--- src/nand_host_pkg.sv ---
package nand_host_pkg;

	// Command codes, with bus line 8 as the most significant bit.
	localparam logic [7:0] CMD_READ_SETUP    = 8'h00;
	localparam logic [7:0] CMD_READ_START    = 8'h30;
	localparam logic [7:0] CMD_COL_OUT_SETUP = 8'h05;
	localparam logic [7:0] CMD_COL_OUT_GO    = 8'hE0;
	localparam logic [7:0] CMD_READ_CACHE    = 8'h31;
	localparam logic [7:0] CMD_READ_LAST     = 8'h3F;
	localparam logic [7:0] CMD_DATA_IN       = 8'h80;
	localparam logic [7:0] CMD_PLANE_IN      = 8'h81;
	localparam logic [7:0] CMD_PROG_GO       = 8'h10;
	localparam logic [7:0] CMD_PROG_PLANE    = 8'h11;
	localparam logic [7:0] CMD_PROG_CACHE    = 8'h15;
	localparam logic [7:0] CMD_COL_IN_CHANGE = 8'h85;
	localparam logic [7:0] CMD_COPY_READ     = 8'h3A;
	localparam logic [7:0] CMD_COPY_PROG     = 8'h8C;
	localparam logic [7:0] CMD_ERASE_SETUP   = 8'h60;
	localparam logic [7:0] CMD_ERASE_GO      = 8'hD0;
	localparam logic [7:0] CMD_ID_READ       = 8'h90;
	localparam logic [7:0] CMD_STATUS        = 8'h70;
	localparam logic [7:0] CMD_STATUS_MULTI  = 8'h71;
	localparam logic [7:0] CMD_RESET         = 8'hFF;

	// Address layout.
	localparam int ADDR_CYCLES   = 5;
	localparam int COL_BITS      = 13;
	localparam int ROW_BITS      = 18;
	localparam int PAGE_BITS     = 6;
	localparam int BLOCK_BITS    = 12;
	localparam int PAGE_BYTES    = 4352;
	localparam int MAIN_BYTES    = 4096;
	localparam int SPARE_BYTES   = 256;
	localparam int BLOCK_PAGES   = 64;

	// Pass/fail bit of the status byte.
	localparam int STAT_FAIL_BIT = 0;

	// Strobe phase time in ns and derived cycles at 100 MHz (least time, rounded up).
	localparam int CLK_PERIOD_NS = 10;
	localparam int PHASE_NS      = 30;
	localparam int PHASE_CYC     = (PHASE_NS + CLK_PERIOD_NS - 1) / CLK_PERIOD_NS;
	// Write protect high to first write strobe.
	localparam int WP_SETUP_NS   = 100;
	localparam int WP_SETUP_CYC  = (WP_SETUP_NS + CLK_PERIOD_NS - 1) / CLK_PERIOD_NS;

	// Operation kinds the user requests.
	typedef enum logic [1:0] {
		OP_CMD,
		OP_ADDR,
		OP_WRITE,
		OP_READ
	} op_t;

endpackage

--- src/nand_host_ctrl.sv ---
// How it works
// - Command byte latched on write rising, CLE high.
// - Address byte latched on write rising, ALE high.
// - Host sends five address cycles.
// - Column then row bytes, pads driven low.
// - Host sets latch levels per cycle type.
// - During busy only status and reset commands pulse the write strobe.
`timescale 1ns/1ns
`default_nettype none

module nand_host_ctrl
	import nand_host_pkg::*;
#(
	parameter int PHASE = PHASE_CYC,
	parameter int WP_SETUP = WP_SETUP_CYC
)
(
	// Clock and reset.
	input  wire logic                  sys_clk,
	input  wire logic                  rst_n,
	// User request.
	input  wire logic                  req_valid,
	input  wire logic [1:0]            req_op,
	input  wire logic [7:0]            req_byte,
	input  wire logic [COL_BITS-1:0]   column_addr_bits,
	input  wire logic [ROW_BITS-1:0]   row_addr_bits,
	input  wire logic                  prog_enable,
	output logic                       req_ready,
	// User answer.
	output logic                       rsp_valid,
	output logic [7:0]                 rsp_byte,
	output logic                       cmd_refused,
	output logic                       dev_busy,
	// Device pins.
	output logic                       chip_sel_n,
	output logic                       cmd_latch,
	output logic                       addr_latch,
	output logic                       write_strobe_n,
	output logic                       output_strobe_n,
	output logic                       write_prot_n,
	output logic [7:0]                 io_out,
	output logic                       io_oe,
	input  wire logic [7:0]            io_in,
	input  wire logic                  ready_busy_n
);

	typedef enum logic [2:0] {
		ST_IDLE,
		ST_LOW,
		ST_HIGH,
		ST_RD_LOW,
		ST_RD_HIGH
	} state_t;

	state_t     state_r;
	logic [7:0] timer_r;          // Phase timer.
	logic [2:0] acyc_r;           // Address cycle index.
	logic [1:0] op_r;             // Operation in flight.
	logic [7:0] data_r;           // Byte to drive for command or data.
	logic [7:0] wp_cnt_r;         // Cycles since write protect went high, saturating at WP_SETUP.
	logic       rb_sync_r;        // Ready/busy sample.
	logic [7:0] addr_byte;

	// Address bytes come from a separate packer.
	nand_addr_pack u_pack (
		.sys_clk          (sys_clk),
		.rst_n            (rst_n),
		.column_addr_bits (column_addr_bits),
		.row_addr_bits    (row_addr_bits),
		.cycle_idx        (acyc_r),
		.addr_byte        (addr_byte)
	);

	// Commands legal while busy.
	function automatic logic busy_ok(input logic [7:0] c);
		busy_ok = (c == CMD_STATUS) || (c == CMD_STATUS_MULTI) || (c == CMD_RESET);
	endfunction

	// Program and erase confirm codes and the data input codes need write protect high.
	function automatic logic needs_wp(input logic [7:0] c);
		needs_wp = (c == CMD_PROG_GO) || (c == CMD_PROG_CACHE) || (c == CMD_PROG_PLANE)
			|| (c == CMD_ERASE_GO) || (c == CMD_DATA_IN) || (c == CMD_PLANE_IN)
			|| (c == CMD_COPY_PROG);
	endfunction

	wire req_op_cmd   = (req_op == OP_CMD);
	wire req_op_write = (req_op == OP_WRITE);
	wire busy_now     = !rb_sync_r;
	// Busy accepts only the three codes; everything else is refused.
	wire refuse_busy  = req_op_cmd ? (busy_now && !busy_ok(req_byte)) : busy_now;
	// Program/erase and data input need write protect released and settled.
	wire wp_ready     = wp_cnt_r >= WP_SETUP[7:0];
	wire refuse_wp    = (req_op_cmd && needs_wp(req_byte)) || req_op_write
		? !(prog_enable && wp_ready) : 1'b0;
	wire take         = (state_r == ST_IDLE) && req_valid;
	wire accept       = take && !refuse_busy && !refuse_wp;
	wire phase_done   = (timer_r == 8'h00);
	wire is_addr      = (op_r == OP_ADDR);
	wire last_addr    = (acyc_r == 3'(ADDR_CYCLES - 1));

	// Ready/busy sampled; inputs are synchronous to sys_clk.
	always_ff @(posedge sys_clk or negedge rst_n)
	begin
		if (!rst_n)
			rb_sync_r <= 1'b0;
		else
			rb_sync_r <= ready_busy_n;
	end

	// Write protect follows prog_enable and counts its setup time.
	always_ff @(posedge sys_clk or negedge rst_n)
	begin
		if (!rst_n)
		begin
			write_prot_n <= 1'b0;
			wp_cnt_r     <= 8'h00;
		end
		else
		begin
			write_prot_n <= prog_enable;
			if (!prog_enable)
				wp_cnt_r <= 8'h00;
			else if (!wp_ready)
				wp_cnt_r <= wp_cnt_r + 8'h01;
		end
	end

	// Main sequencer: one strobe phase per low and high half.
	always_ff @(posedge sys_clk or negedge rst_n)
	begin
		if (!rst_n)
		begin
			state_r         <= ST_IDLE;
			timer_r         <= 8'h00;
			acyc_r          <= 3'h0;
			op_r            <= OP_CMD;
			data_r          <= 8'h00;
			chip_sel_n      <= 1'b1;
			cmd_latch       <= 1'b0;
			addr_latch      <= 1'b0;
			write_strobe_n  <= 1'b1;
			output_strobe_n <= 1'b1;
			io_out          <= 8'h00;
			io_oe           <= 1'b0;
			req_ready       <= 1'b0;
			rsp_valid       <= 1'b0;
			rsp_byte        <= 8'h00;
			cmd_refused     <= 1'b0;
			dev_busy        <= 1'b1;
		end
		else
		begin
			rsp_valid   <= 1'b0;
			cmd_refused <= 1'b0;
			dev_busy    <= busy_now;
			if (!phase_done)
				timer_r <= timer_r - 8'h01;
			case (state_r)
				ST_IDLE:
				begin
					// Strobes rest high; chip select released lets a ready device idle.
					write_strobe_n  <= 1'b1;
					output_strobe_n <= 1'b1;
					cmd_latch       <= 1'b0;
					addr_latch      <= 1'b0;
					io_oe           <= 1'b0;
					chip_sel_n      <= 1'b1;
					req_ready       <= 1'b1;
					if (take && !accept)
					begin
						cmd_refused <= 1'b1;
						req_ready   <= 1'b0;
					end
					else if (accept)
					begin
						req_ready    <= 1'b0;
						op_r         <= op_t'(req_op);
						data_r       <= req_byte;
						acyc_r       <= 3'h0;
						chip_sel_n   <= 1'b0;
						timer_r      <= PHASE[7:0];
						if (req_op == OP_READ)
							state_r <= ST_RD_LOW;
						else
							state_r <= ST_LOW;
					end
				end
				ST_LOW:
				begin
					// Set latch levels for the cycle type, then pull write strobe low.
					cmd_latch      <= (op_r == OP_CMD);
					addr_latch     <= is_addr;
					io_out         <= is_addr ? addr_byte : data_r;
					io_oe          <= 1'b1;
					// The packer's byte is registered, so the bus is stale for the first cycle.
					// Holding the strobe high then keeps a wrong byte off a low write strobe.
					write_strobe_n <= (timer_r == PHASE[7:0]);
					if (phase_done)
					begin
						timer_r <= PHASE[7:0];
						state_r <= ST_HIGH;
					end
				end
				ST_HIGH:
				begin
					// Rising write strobe latches the byte; latches hold through the rise.
					write_strobe_n <= 1'b1;
					if (phase_done)
					begin
						if (is_addr && !last_addr)
						begin
							acyc_r  <= acyc_r + 3'h1;
							timer_r <= PHASE[7:0];
							state_r <= ST_LOW;
						end
						else
						begin
							rsp_valid <= 1'b1;
							state_r   <= ST_IDLE;
						end
					end
				end
				ST_RD_LOW:
				begin
					// Bus released; falling output strobe fetches the next byte.
					io_oe           <= 1'b0;
					output_strobe_n <= 1'b0;
					if (phase_done)
					begin
						rsp_byte <= io_in;
						timer_r  <= PHASE[7:0];
						state_r  <= ST_RD_HIGH;
					end
				end
				ST_RD_HIGH:
				begin
					output_strobe_n <= 1'b1;
					if (phase_done)
					begin
						rsp_valid <= 1'b1;
						state_r   <= ST_IDLE;
					end
				end
				default:
					state_r <= ST_IDLE;
			endcase
		end
	end

	// Latches are never both high and write strobe only falls with the bus driven.
	property p_latch_excl;
		@(posedge sys_clk) disable iff (!rst_n)
		!(cmd_latch && addr_latch);
	endproperty
	a_latch_excl: assert property (p_latch_excl) else $error("both latches high");

	property p_we_drives;
		@(posedge sys_clk) disable iff (!rst_n)
		!write_strobe_n |-> io_oe && !chip_sel_n && output_strobe_n;
	endproperty
	a_we_drives: assert property (p_we_drives) else $error("write strobe without drive");

	property p_re_float;
		@(posedge sys_clk) disable iff (!rst_n)
		!output_strobe_n |-> !io_oe && write_strobe_n && !cmd_latch && !addr_latch;
	endproperty
	a_re_float: assert property (p_re_float) else $error("bus driven during read");

	property p_busy_refuse;
		@(posedge sys_clk) disable iff (!rst_n)
		take && busy_now && req_op_cmd && !busy_ok(req_byte) |=> cmd_refused && state_r == ST_IDLE;
	endproperty
	a_busy_refuse: assert property (p_busy_refuse) else $error("busy command not refused");

	property p_wp_block;
		@(posedge sys_clk) disable iff (!rst_n)
		take && req_op_cmd && req_byte == CMD_ERASE_GO && !write_prot_n |=> cmd_refused;
	endproperty
	a_wp_block: assert property (p_wp_block) else $error("erase under protect");

	property p_five_addr;
		@(posedge sys_clk) disable iff (!rst_n)
		accept && req_op == OP_ADDR |=> acyc_r == 3'h0
			##[1:300] (acyc_r == 3'h4 && addr_latch);
	endproperty
	a_five_addr: assert property (p_five_addr) else $error("address cycles short");

	property p_addr_pad;
		@(posedge sys_clk) disable iff (!rst_n)
		addr_latch && !write_strobe_n && acyc_r == 3'h4 |-> io_out[7:2] == 6'h00;
	endproperty
	a_addr_pad: assert property (p_addr_pad) else $error("row pad bits set");

	property p_strobe_idle;
		@(posedge sys_clk) disable iff (!rst_n)
		state_r == ST_IDLE ##1 state_r == ST_IDLE |-> write_strobe_n && output_strobe_n;
	endproperty
	a_strobe_idle: assert property (p_strobe_idle) else $error("strobe low while idle");

endmodule
`default_nettype wire

--- src/nand_addr_pack.sv ---
`timescale 1ns/1ns
`default_nettype none

// Splits column and row into the five address bytes and registers the selected byte.
module nand_addr_pack
	import nand_host_pkg::*;
(
	// Clock and reset.
	input  wire logic                 sys_clk,
	input  wire logic                 rst_n,
	// Address fields and cycle index.
	input  wire logic [COL_BITS-1:0]  column_addr_bits,
	input  wire logic [ROW_BITS-1:0]  row_addr_bits,
	input  wire logic [2:0]           cycle_idx,
	// Registered address byte.
	output logic      [7:0]           addr_byte
);

	// Pad bits in cycles two and five are always driven low.
	wire [7:0] byte0 = column_addr_bits[7:0];
	wire [7:0] byte1 = {3'h0, column_addr_bits[12:8]};
	wire [7:0] byte2 = row_addr_bits[7:0];
	wire [7:0] byte3 = row_addr_bits[15:8];
	wire [7:0] byte4 = {6'h00, row_addr_bits[17:16]};

	// Selection is combinational; only the chosen byte is stored.
	logic [7:0] sel_byte;
	always_comb
	begin
		case (cycle_idx)
			3'h0: sel_byte = byte0;
			3'h1: sel_byte = byte1;
			3'h2: sel_byte = byte2;
			3'h3: sel_byte = byte3;
			default: sel_byte = byte4;
		endcase
	end

	// Register the byte so the bus sees a clean value.
	always_ff @(posedge sys_clk or negedge rst_n)
	begin
		if (!rst_n)
			addr_byte <= 8'h00;
		else
			addr_byte <= sel_byte;
	end

endmodule
`default_nettype wire

--- config.mk ---
export PLATFORM = sky130hd
export DESIGN_NAME = nand_host_ctrl
export DESIGN_NICKNAME = d
export VERILOG_FILES = /design/src/nand_host_pkg.sv /design/src/nand_host_ctrl.sv /design/src/nand_addr_pack.sv
export SDC_FILE = /design/constraint.sdc
export NUM_CORES = 1
export LEC_CHECK = 0
export BUFFER_PORTS_ARGS = -buffer_cell sky130_fd_sc_hd__buf_2
export CAP_MARGIN = 20
export CORE_ASPECT_RATIO = 1.1
export CORE_MARGIN = 3
export CORE_UTILIZATION = 55
export CTS_BUF_LIST = sky130_fd_sc_hd__clkbuf_4 sky130_fd_sc_hd__clkbuf_8
export CTS_CLUSTER_SIZE = 16
export DETAILED_ROUTE_END_ITERATION = 10
export GPL_ROUTABILITY_DRIVEN = 0
export HOLD_SLACK_MARGIN = 0.02
export PLACE_DENSITY_LB_ADDON = 0.1
export SLEW_MARGIN = 20
export SYNTH_ARGS = -nofsm -noshare
export SYNTH_HDL_FRONTEND = slang
export SYNTH_SLANG_ARGS = --single-unit
--- constraint.sdc ---
create_clock -name sys_clk -period 3.2 [get_ports sys_clk]
set_input_delay 0.16 -clock sys_clk [delete_from_list [all_inputs] [get_ports sys_clk]]
set_output_delay 0.16 -clock sys_clk [all_outputs]
set_load 0.03 [all_outputs]
==> impl_results.md, run 1 <==
- Total negative slack: 0 ns
- Final core area utilization: approximately 71%
- Most used DFF post-synth: dfrtp_1
- F_max: slightly below 400 MHz
- Hold Crit Class: in2reg
- Synth area leaders: dfrtp_1 (49%), mux2_2 (5.6%), ha_1 (3.9%)
- Endpoint class of the critical path: register
- First-pass GRT wire length: ~11000 µm
- Yosys reg bits: 68
- Fraction of layout cells with a size suffix above 1: 32.7%
- Cells after synthesis: 301
- Main combinational cell family by area after synthesis: simple AND/OR/NAND/NOR gates
- Crit Path Category: reg2reg
- Slowest stage cell on the critical path: or4_4
- WHS: just over 0.03 ns
- Pre-CTS WS: 0.707 ns
- Initial antenna violation count: 0
- Dpl hpwl: 5070 µm
- Setup WS post-layout: just under 0.7 ns
- CTS Hold Bufs: 3
- Synth top area share: 49.4%
- YS warnings: 0
- Post-synth top cells: dfrtp_1 (64), a21oi_1 (22), nand2_1 (20), nor2_1 (20)
- Starting DRT DRC Count: 134
- Worst Setup Start Kind: register
- Routed Antenna Nets: 0
- Residual DRC: 0
- Cell area after synthesis: between 3000 and 4000 µm²
- Setup violators final: 0
- Buffers on Ports: 80
- IO Count: 81
- Distinct cells, synth: 51
- Vias in the first global route: around 2500
- Setup Buffers After CTS: 0
- Post-Syn Area per Cell: about 11 µm²
- Layout net count: approximately 450
- DRT Wirelength: around 7000 µm
- Net Count, Synth: between 300 and 400
- Area post-placement: roughly 3700 µm²
- Max-Cap Viols: 0
- Largest net degree at the start of global routing: 46
- Register area share after synthesis: between 50% and 60%
- FP Rows: 28
- Die area: between 6000 and 7000 µm²
- Number of CTS-inserted buffers: 9
- Area leader, netlist: dfrtp_1
- Lkg Pwr: ~1.9 nW
- Via count: between 2000 and 3000
- CP arrival: around 2.8 ns
- CP max stage delay: between 0.5 and 0.6 ns
- Antenna cells: 0
- Xor/xnor cell area share of the yosys netlist: under 10%
- Clock Path Buffers: 2
- Height of the chip: around 86 µm
- Adder-cell share of the synthesized area: 3.86%
- Hold Fails Final Rpt: 0
- Cell with the most instances after synthesis: dfrtp_1
- Clock transition at path regs: 0.07 ns
- Post-Synth Simple-Gate Area: 15.6%
- Resize count post-CTS: 0
- Cell Pwr Density: ~440 nW/µm²
- GRT Util Overall: 21.0%
- Initial Utilization: between 50 and 60%
- Largest fanout on the critical path: 10
- Post-route insts no fill: 470
- Peak supply drop: 0.000308 V
- Slew of the pin with the lowest slew margin: about 0.55 ns
- P&R area growth vs syn: 21.4%
- Drt first pass iters: 4
- # fillers: 449
- Status: finished clean
- RSZ-0062 raised after global routing: no
- Via density per instance: around 5.5
- H-tree Lvls: 3
- CP cell instances: or4_4, nor4_4, buf_4, inv_2, ha_1, inv_1, or3_1, o21ai_0, a211o_1, a2bb2oi_1
- Die Width: 79.2 µm
- TritonCTS clock tree: yes
- Core Area: between 5000 and 6000 µm²
- Clock Latency Late Sink: 0.34 ns
- Slew Limit Fails: 0
- Placed Instances: ~450
- Number of synthesized flops with an enable pin: 0
- Fin crit share: about four fifths
- Drt wl/cell: approximately 15 µm
- Skew final: 0.00594 ns
- Clock sink count: between 60 and 70
- Data required time at the worst endpoint: around 3.5 ns
- Total Power: ~1.7 mW
- Final Critical Period: roughly 2.5 ns
- Relative slew slack: a little under two thirds
- Post-synthesis compound-gate area fraction: approximately 14%
- Mux share of post-synthesis cell area: 8.34%
- Design Area, Final: between 3000 and 4000 µm²
- Clock Tree Root: clkbuf_8
- Ys async rst share: 100%
- Total grt overflow: 0
## path summary, 6_finish.rpt
path / cells past startpoint / from / slack, ns / end
max in group asynchronous: 3 / rst_n / 1.92 / write_strobe_n
min: 3 / row_addr_bits[10] / 0.03 / u_pack.addr_byte[2]
max: 10 / timer_r[3] / 0.68 / timer_r[0]
min in group asynchronous: 2 / rst_n / 0.34 / timer_r[3]
max reg2reg: 10 / timer_r[3] / 0.68 / timer_r[0]
min reg2reg: 1 / rb_sync_r / 0.39 / dev_busy
## where the power goes
group / internal, mW / leakage [nW] / total (mW) / switching (mW)
clock network: 0.305 / 0.0923 / 0.615 / 0.310
logic: 0.0771 / 0.996 / 0.170 / 0.0927
registers: 0.902 / 0.833 / 0.944 / 0.0421
total: 1.28 / 1.92 / 1.73 / 0.444
## kinds of logic after synthesis
| family | after synthesis |
|---|---|
| compound gates | 71 |
| buf+inv | 30 |
| flops | 68 |
| xor+xnor | 5 |
| fa+ha+maj | 10 |
| simple gates | 92 |
| mux | 25 |
## worst max-delay path: cells and delay by family, from the launching register on
kind	cells	cell delay (ns)
fa+ha+maj	1	0.30
flops	1	0.42
compound gates	3	0.35
simple gates	3	1.02
buf+inv	3	0.34
## cells in the final DEF (no fill, tap or decap), types with 5 or more instances in the layout
master / count
xnor2_1: 5
nor3_1: 10
and2_1: 7
buf_2: 80
nor2_1: 20
nand2_1: 20
mux2_2: 16
inv_1: 17
mux2i_1: 9
nor2b_1: 7
o21ai_0: 17
a21oi_1: 22
ha_1: 10
a222oi_1: 8
dfrtp_1: 64
clkbuf_8: 10
buf_4: 6
## layer usage
metal  vias to the layer above  global-route usage, %  share of wire [%]
met4                         0                   7.03                1.3
met3                         9                   4.78                6.0
li1                       1266                      -                  -
met1                      1233                   27.2                 43
met5                         -                      0                  0
met2                        94                   35.1                 49
## final cells by class
class	instances	area [µm²]	share of cell area, %
Tap cell	75	93.8	2.39
Timing Repair Buffer	89	475	12.1
Inverter	19	71.3	1.81
Sequential cell	68	1710	43.4
Clock buffer	11	145	3.69
Multi-Input combinational cell	203	1410	35.9
Clock inverter	5	27.5	0.700
## sequential cells by signal, indices dropped and copies added, names as in the netlist
| name | cells |
|---|---|
| acyc_r | 3 |
| data_r | 8 |
| output_strobe_n | 1 |
| rb_sync_r | 1 |
| wp_cnt_r | 8 |
| io_oe | 1 |
| write_prot_n | 1 |
| addr_latch | 1 |
| rsp_byte | 8 |
| write_strobe_n | 1 |
| dev_busy | 1 |
| rsp_valid | 1 |
| io_out | 8 |
| req_ready | 1 |
| state_r | 3 |
| chip_sel_n | 1 |
| cmd_latch | 1 |
| u_pack.addr_byte | 8 |
| timer_r | 8 |
| op_r | 2 |
| cmd_refused | 1 |
Power figures use the tool's default switching activity.
==> inputs of run 2 (changes only) <==
Settings changed: CORE_UTILIZATION 55 to 50.
Clock period 3.2 ns to 2.2 ns, I/O delays scaled along.
==> run 2 against run 1 <==
The flow now finishes with violations (negative setup slack). Cell area increased by 11%. Wire length increased by 13%. Clock skew increased by 0.0033 ns. Total power increased by 70%. Critical path depth decreased by 1. Cell count increased by 8.9%. Count of clock-buffer cells in the layout decreased by 1. Critical path type unchanged. Largest cell class unchanged. Highest routed layer unchanged.
==> impl_results.md, run 2 (synthesized netlist as in run 1, its figures left out) <==
- Core Area: 6230 µm² (was 5540 µm²)
- Dpl hpwl: 5370 µm (was 5070 µm)
- GRT Util Overall: 23.1% (was 21.0%)
- Clock transition at path regs: 0.07 ns (about the same)
- Crit path max-delay family: simple AND/OR/NAND/NOR gates (unchanged)
- IO Count: 81 (unchanged)
- Switching portion of total power: 23.6% (was 25.7%)
- F_max: 448 MHz (was 396 MHz)
- Max-Cap Viols: 0 (unchanged)
- Final core area utilization: 69.7% (was 71.0%)
- Hold Crit Class: in2reg (unchanged)
- CP arrival: 2.51 ns (was 2.79 ns)
- Crit path buffers/inverters: 2 (was 3)
- Routed Antenna Nets: 0 (unchanged)
- H-tree Lvls: 3 (unchanged)
- NetSw: 0.692 mW (was 0.444 mW)
- Clock power frac: 42.6% (was 35.6%)
- Clock Latency Late Sink: 0.35 ns (was 0.34 ns)
- Status: complete, but fails checks (was finished clean)
- Worst Setup Start Kind: register (unchanged)
- Setup Buffers After CTS: 0 (unchanged)
- Antenna cells: 0 (unchanged)
- Number of CTS-inserted buffers: 9 (unchanged)
- Residual DRC: 0 (unchanged)
- Final Critical Period: 2.23 ns (was 2.52 ns)
- Peak supply drop: 0.000368 V (was 0.000308 V)
- FP Rows: 30 (was 28)
- CP cell instances: or4_4, nor4_4, inv_2, ha_1, inv_1, or3_1, o21ai_0, a211o_1, a2bb2oi_1 (was or4_4, nor4_4, buf_4, inv_2, ha_1, inv_1, or3_1, o21ai_0, a211o_1, a2bb2oi_1)
- Initial Utilization: 52.0% (was 58.5%)
- Crit Path Category: reg2reg (unchanged)
- Starting DRT DRC Count: 135 (was 134)
- P&R area growth vs syn: 34.1% (was 21.4%)
- Die area: 7480 µm² (was 6850 µm²)
- Buffers on Ports: 80 (unchanged)
- CP max stage delay: 0.56 ns (was 0.59 ns)
- Skew final: 0.00929 ns (was 0.00594 ns)
- Total grt overflow: 0 (unchanged)
- Vias in the first global route: 2789 (was 2498)
- Clock Path Buffers: 2 (unchanged)
- Layout net count: 491 (was 454)
- Fraction of layout cells with a size suffix above 1: 35.2% (was 32.7%)
- Endpoint class of the critical path: register (unchanged)
- Clock Tree Root: clkbuf_8 (unchanged)
- Slowest stage cell on the critical path: or4_4 (unchanged)
- Hold Fails Final Rpt: 0 (unchanged)
- Initial antenna violation count: 0 (unchanged)
- Pre-CTS WS: -0.0331 ns (was 0.707 ns)
- RSZ-0062 raised after global routing: yes (was no)
- Total negative slack: -0.0330 ns (was 0 ns)
- DRT Wirelength: 7740 µm (was 6830 µm)
- Internal Power: 2.24 mW (was 1.28 mW)
- Power share of the sequential group: 46.3% (was 54.6%)
- Commonest non-fill, non-tap cell in the layout: buf_2 (unchanged)
- Data required time at the worst endpoint: 2.48 ns (was 3.46 ns)
- Setup WS post-layout: -0.0330 ns (was 0.675 ns)
- Drt wl/cell: 15.1 µm (was 14.5 µm)
- Largest net degree at the start of global routing: 27 (was 46)
- Slew Limit Fails: 0 (unchanged)
- Fin crit share: 102% (was 78.9%)
- TritonCTS clock tree: yes (unchanged)
- Via density per instance: 5.35 (was 5.54)
- Slew of the pin with the lowest slew margin: 0.603 ns (was 0.548 ns)
- Clock sink count: 68 (unchanged)
- Die Width: 82.7 µm (was 79.2 µm)
- Height of the chip: 90.4 µm (was 86.5 µm)
- Setup violators final: 1 (was 0)
- Logic pwr share: 11.1% (was 9.8%)
- Relative slew slack: 59.8% (was 63.5%)
- Lkg Pwr: 2.10 nW (was 1.92 nW)
- First-pass GRT wire length: 13100 µm (was 11300 µm)
- Via count: 2741 (was 2602)
- Drt first pass iters: 5 (was 4)
- Violated checks: negative setup slack
- Cell Pwr Density: 675 nW/µm² (was 440 nW/µm²)
- Most frequent cells in the layout: buf_2 (80), dfrtp_1 (63), buf_4 (25), a21oi_1 (22), dlygate4sd3_1 (21) (was buf_2 (80), dfrtp_1 (64), a21oi_1 (22), nand2_1 (20), nor2_1 (20))
- Largest fanout on the critical path: 2 (was 10)
==> run 2: cell count changes in the layout (fill, tap and decap cells not counted), moves of 2 or more <==
| cell | previous run | this run |
|---|---|---|
| buf_4 | 6 | 25 |
| clkinv_4 | 0 | 2 |
| dlygate4sd3_1 | 3 | 21 |
| clkinv_2 | 4 | 1 |
| bufinv_16 | 0 | 3 |
==> run 2: final timing paths <==
path / from / to / slack, ns / cells past startpoint
max in group asynchronous: rst_n / chip_sel_n / 1.11 / 3
min in group asynchronous: rst_n / timer_r[4] / 0.30 / 2
worst max-delay path: timer_r[3] / timer_r[0] / -0.03 / 9
worst min-delay path: req_byte[5] / data_r[5] / 0.05 / 2
worst max register to register: timer_r[3] / timer_r[0] / -0.03 / 9
worst min register to register: rb_sync_r / dev_busy / 0.38 / 1
==> run 2: layout make-up <==
| type | instances | area, µm² |
|---|---|---|
| Clock buffer | 10 | 131 |
| Sequential cell | 68 | 1710 |
| Fill cell | 485 | 1890 |
| Tap cell | 80 | 100 |
| Timing Repair Buffer | 126 | 798 |
| Clock inverter | 6 | 113 |
| Multi-Input combinational cell | 203 | 1420 |
| Inverter | 19 | 71.3 |
==> run 2: routing by layer <==
metal / wire length, µm / GRT usage (%)
met1: 3330 / 29.6
met3: 389 / 4.89
met4: 122 / 8.45
met5: 0 / 0
met2: 3890 / 37.8
==> run 2: per-stage QoR <==
step	hold WS (ns)	area (µm²)	power [mW]	instances
final	0.0480	4350	2.93	512
after global routing	0.0430	4350	3.06	512
after CTS	0.0335	4340	2.96	512
after detailed placement	0.152	3880	1.68	475
after global placement	0.150	3880	1.66	475
after floorplan	-0.186	3240	1.51	301
==> run 2: power groups by stage <==
stage,Sequential [mW],Combinational (mW),Clock [mW]
2_1_floorplan,1.40,0.104,0
3_3_place_gp,1.37,0.289,0
3_5_place_dp,1.38,0.299,0
4_1_cts,1.36,0.326,1.28
5_1_grt,1.37,0.369,1.32
6_report,1.36,0.324,1.25
==> run 2: repair_timing <==
| item | 4_1_cts | 5_1_grt |
|---|---|---|
| hold endpoints to repair | 40 | 0 |
| setup endpoints to repair | 1 | 14 |
| hold buffers | 21 | 0 |
| resized for setup | 0 | 4 |
| pin swaps | 0 | 1 |
| gates cloned | 0 | 0 |
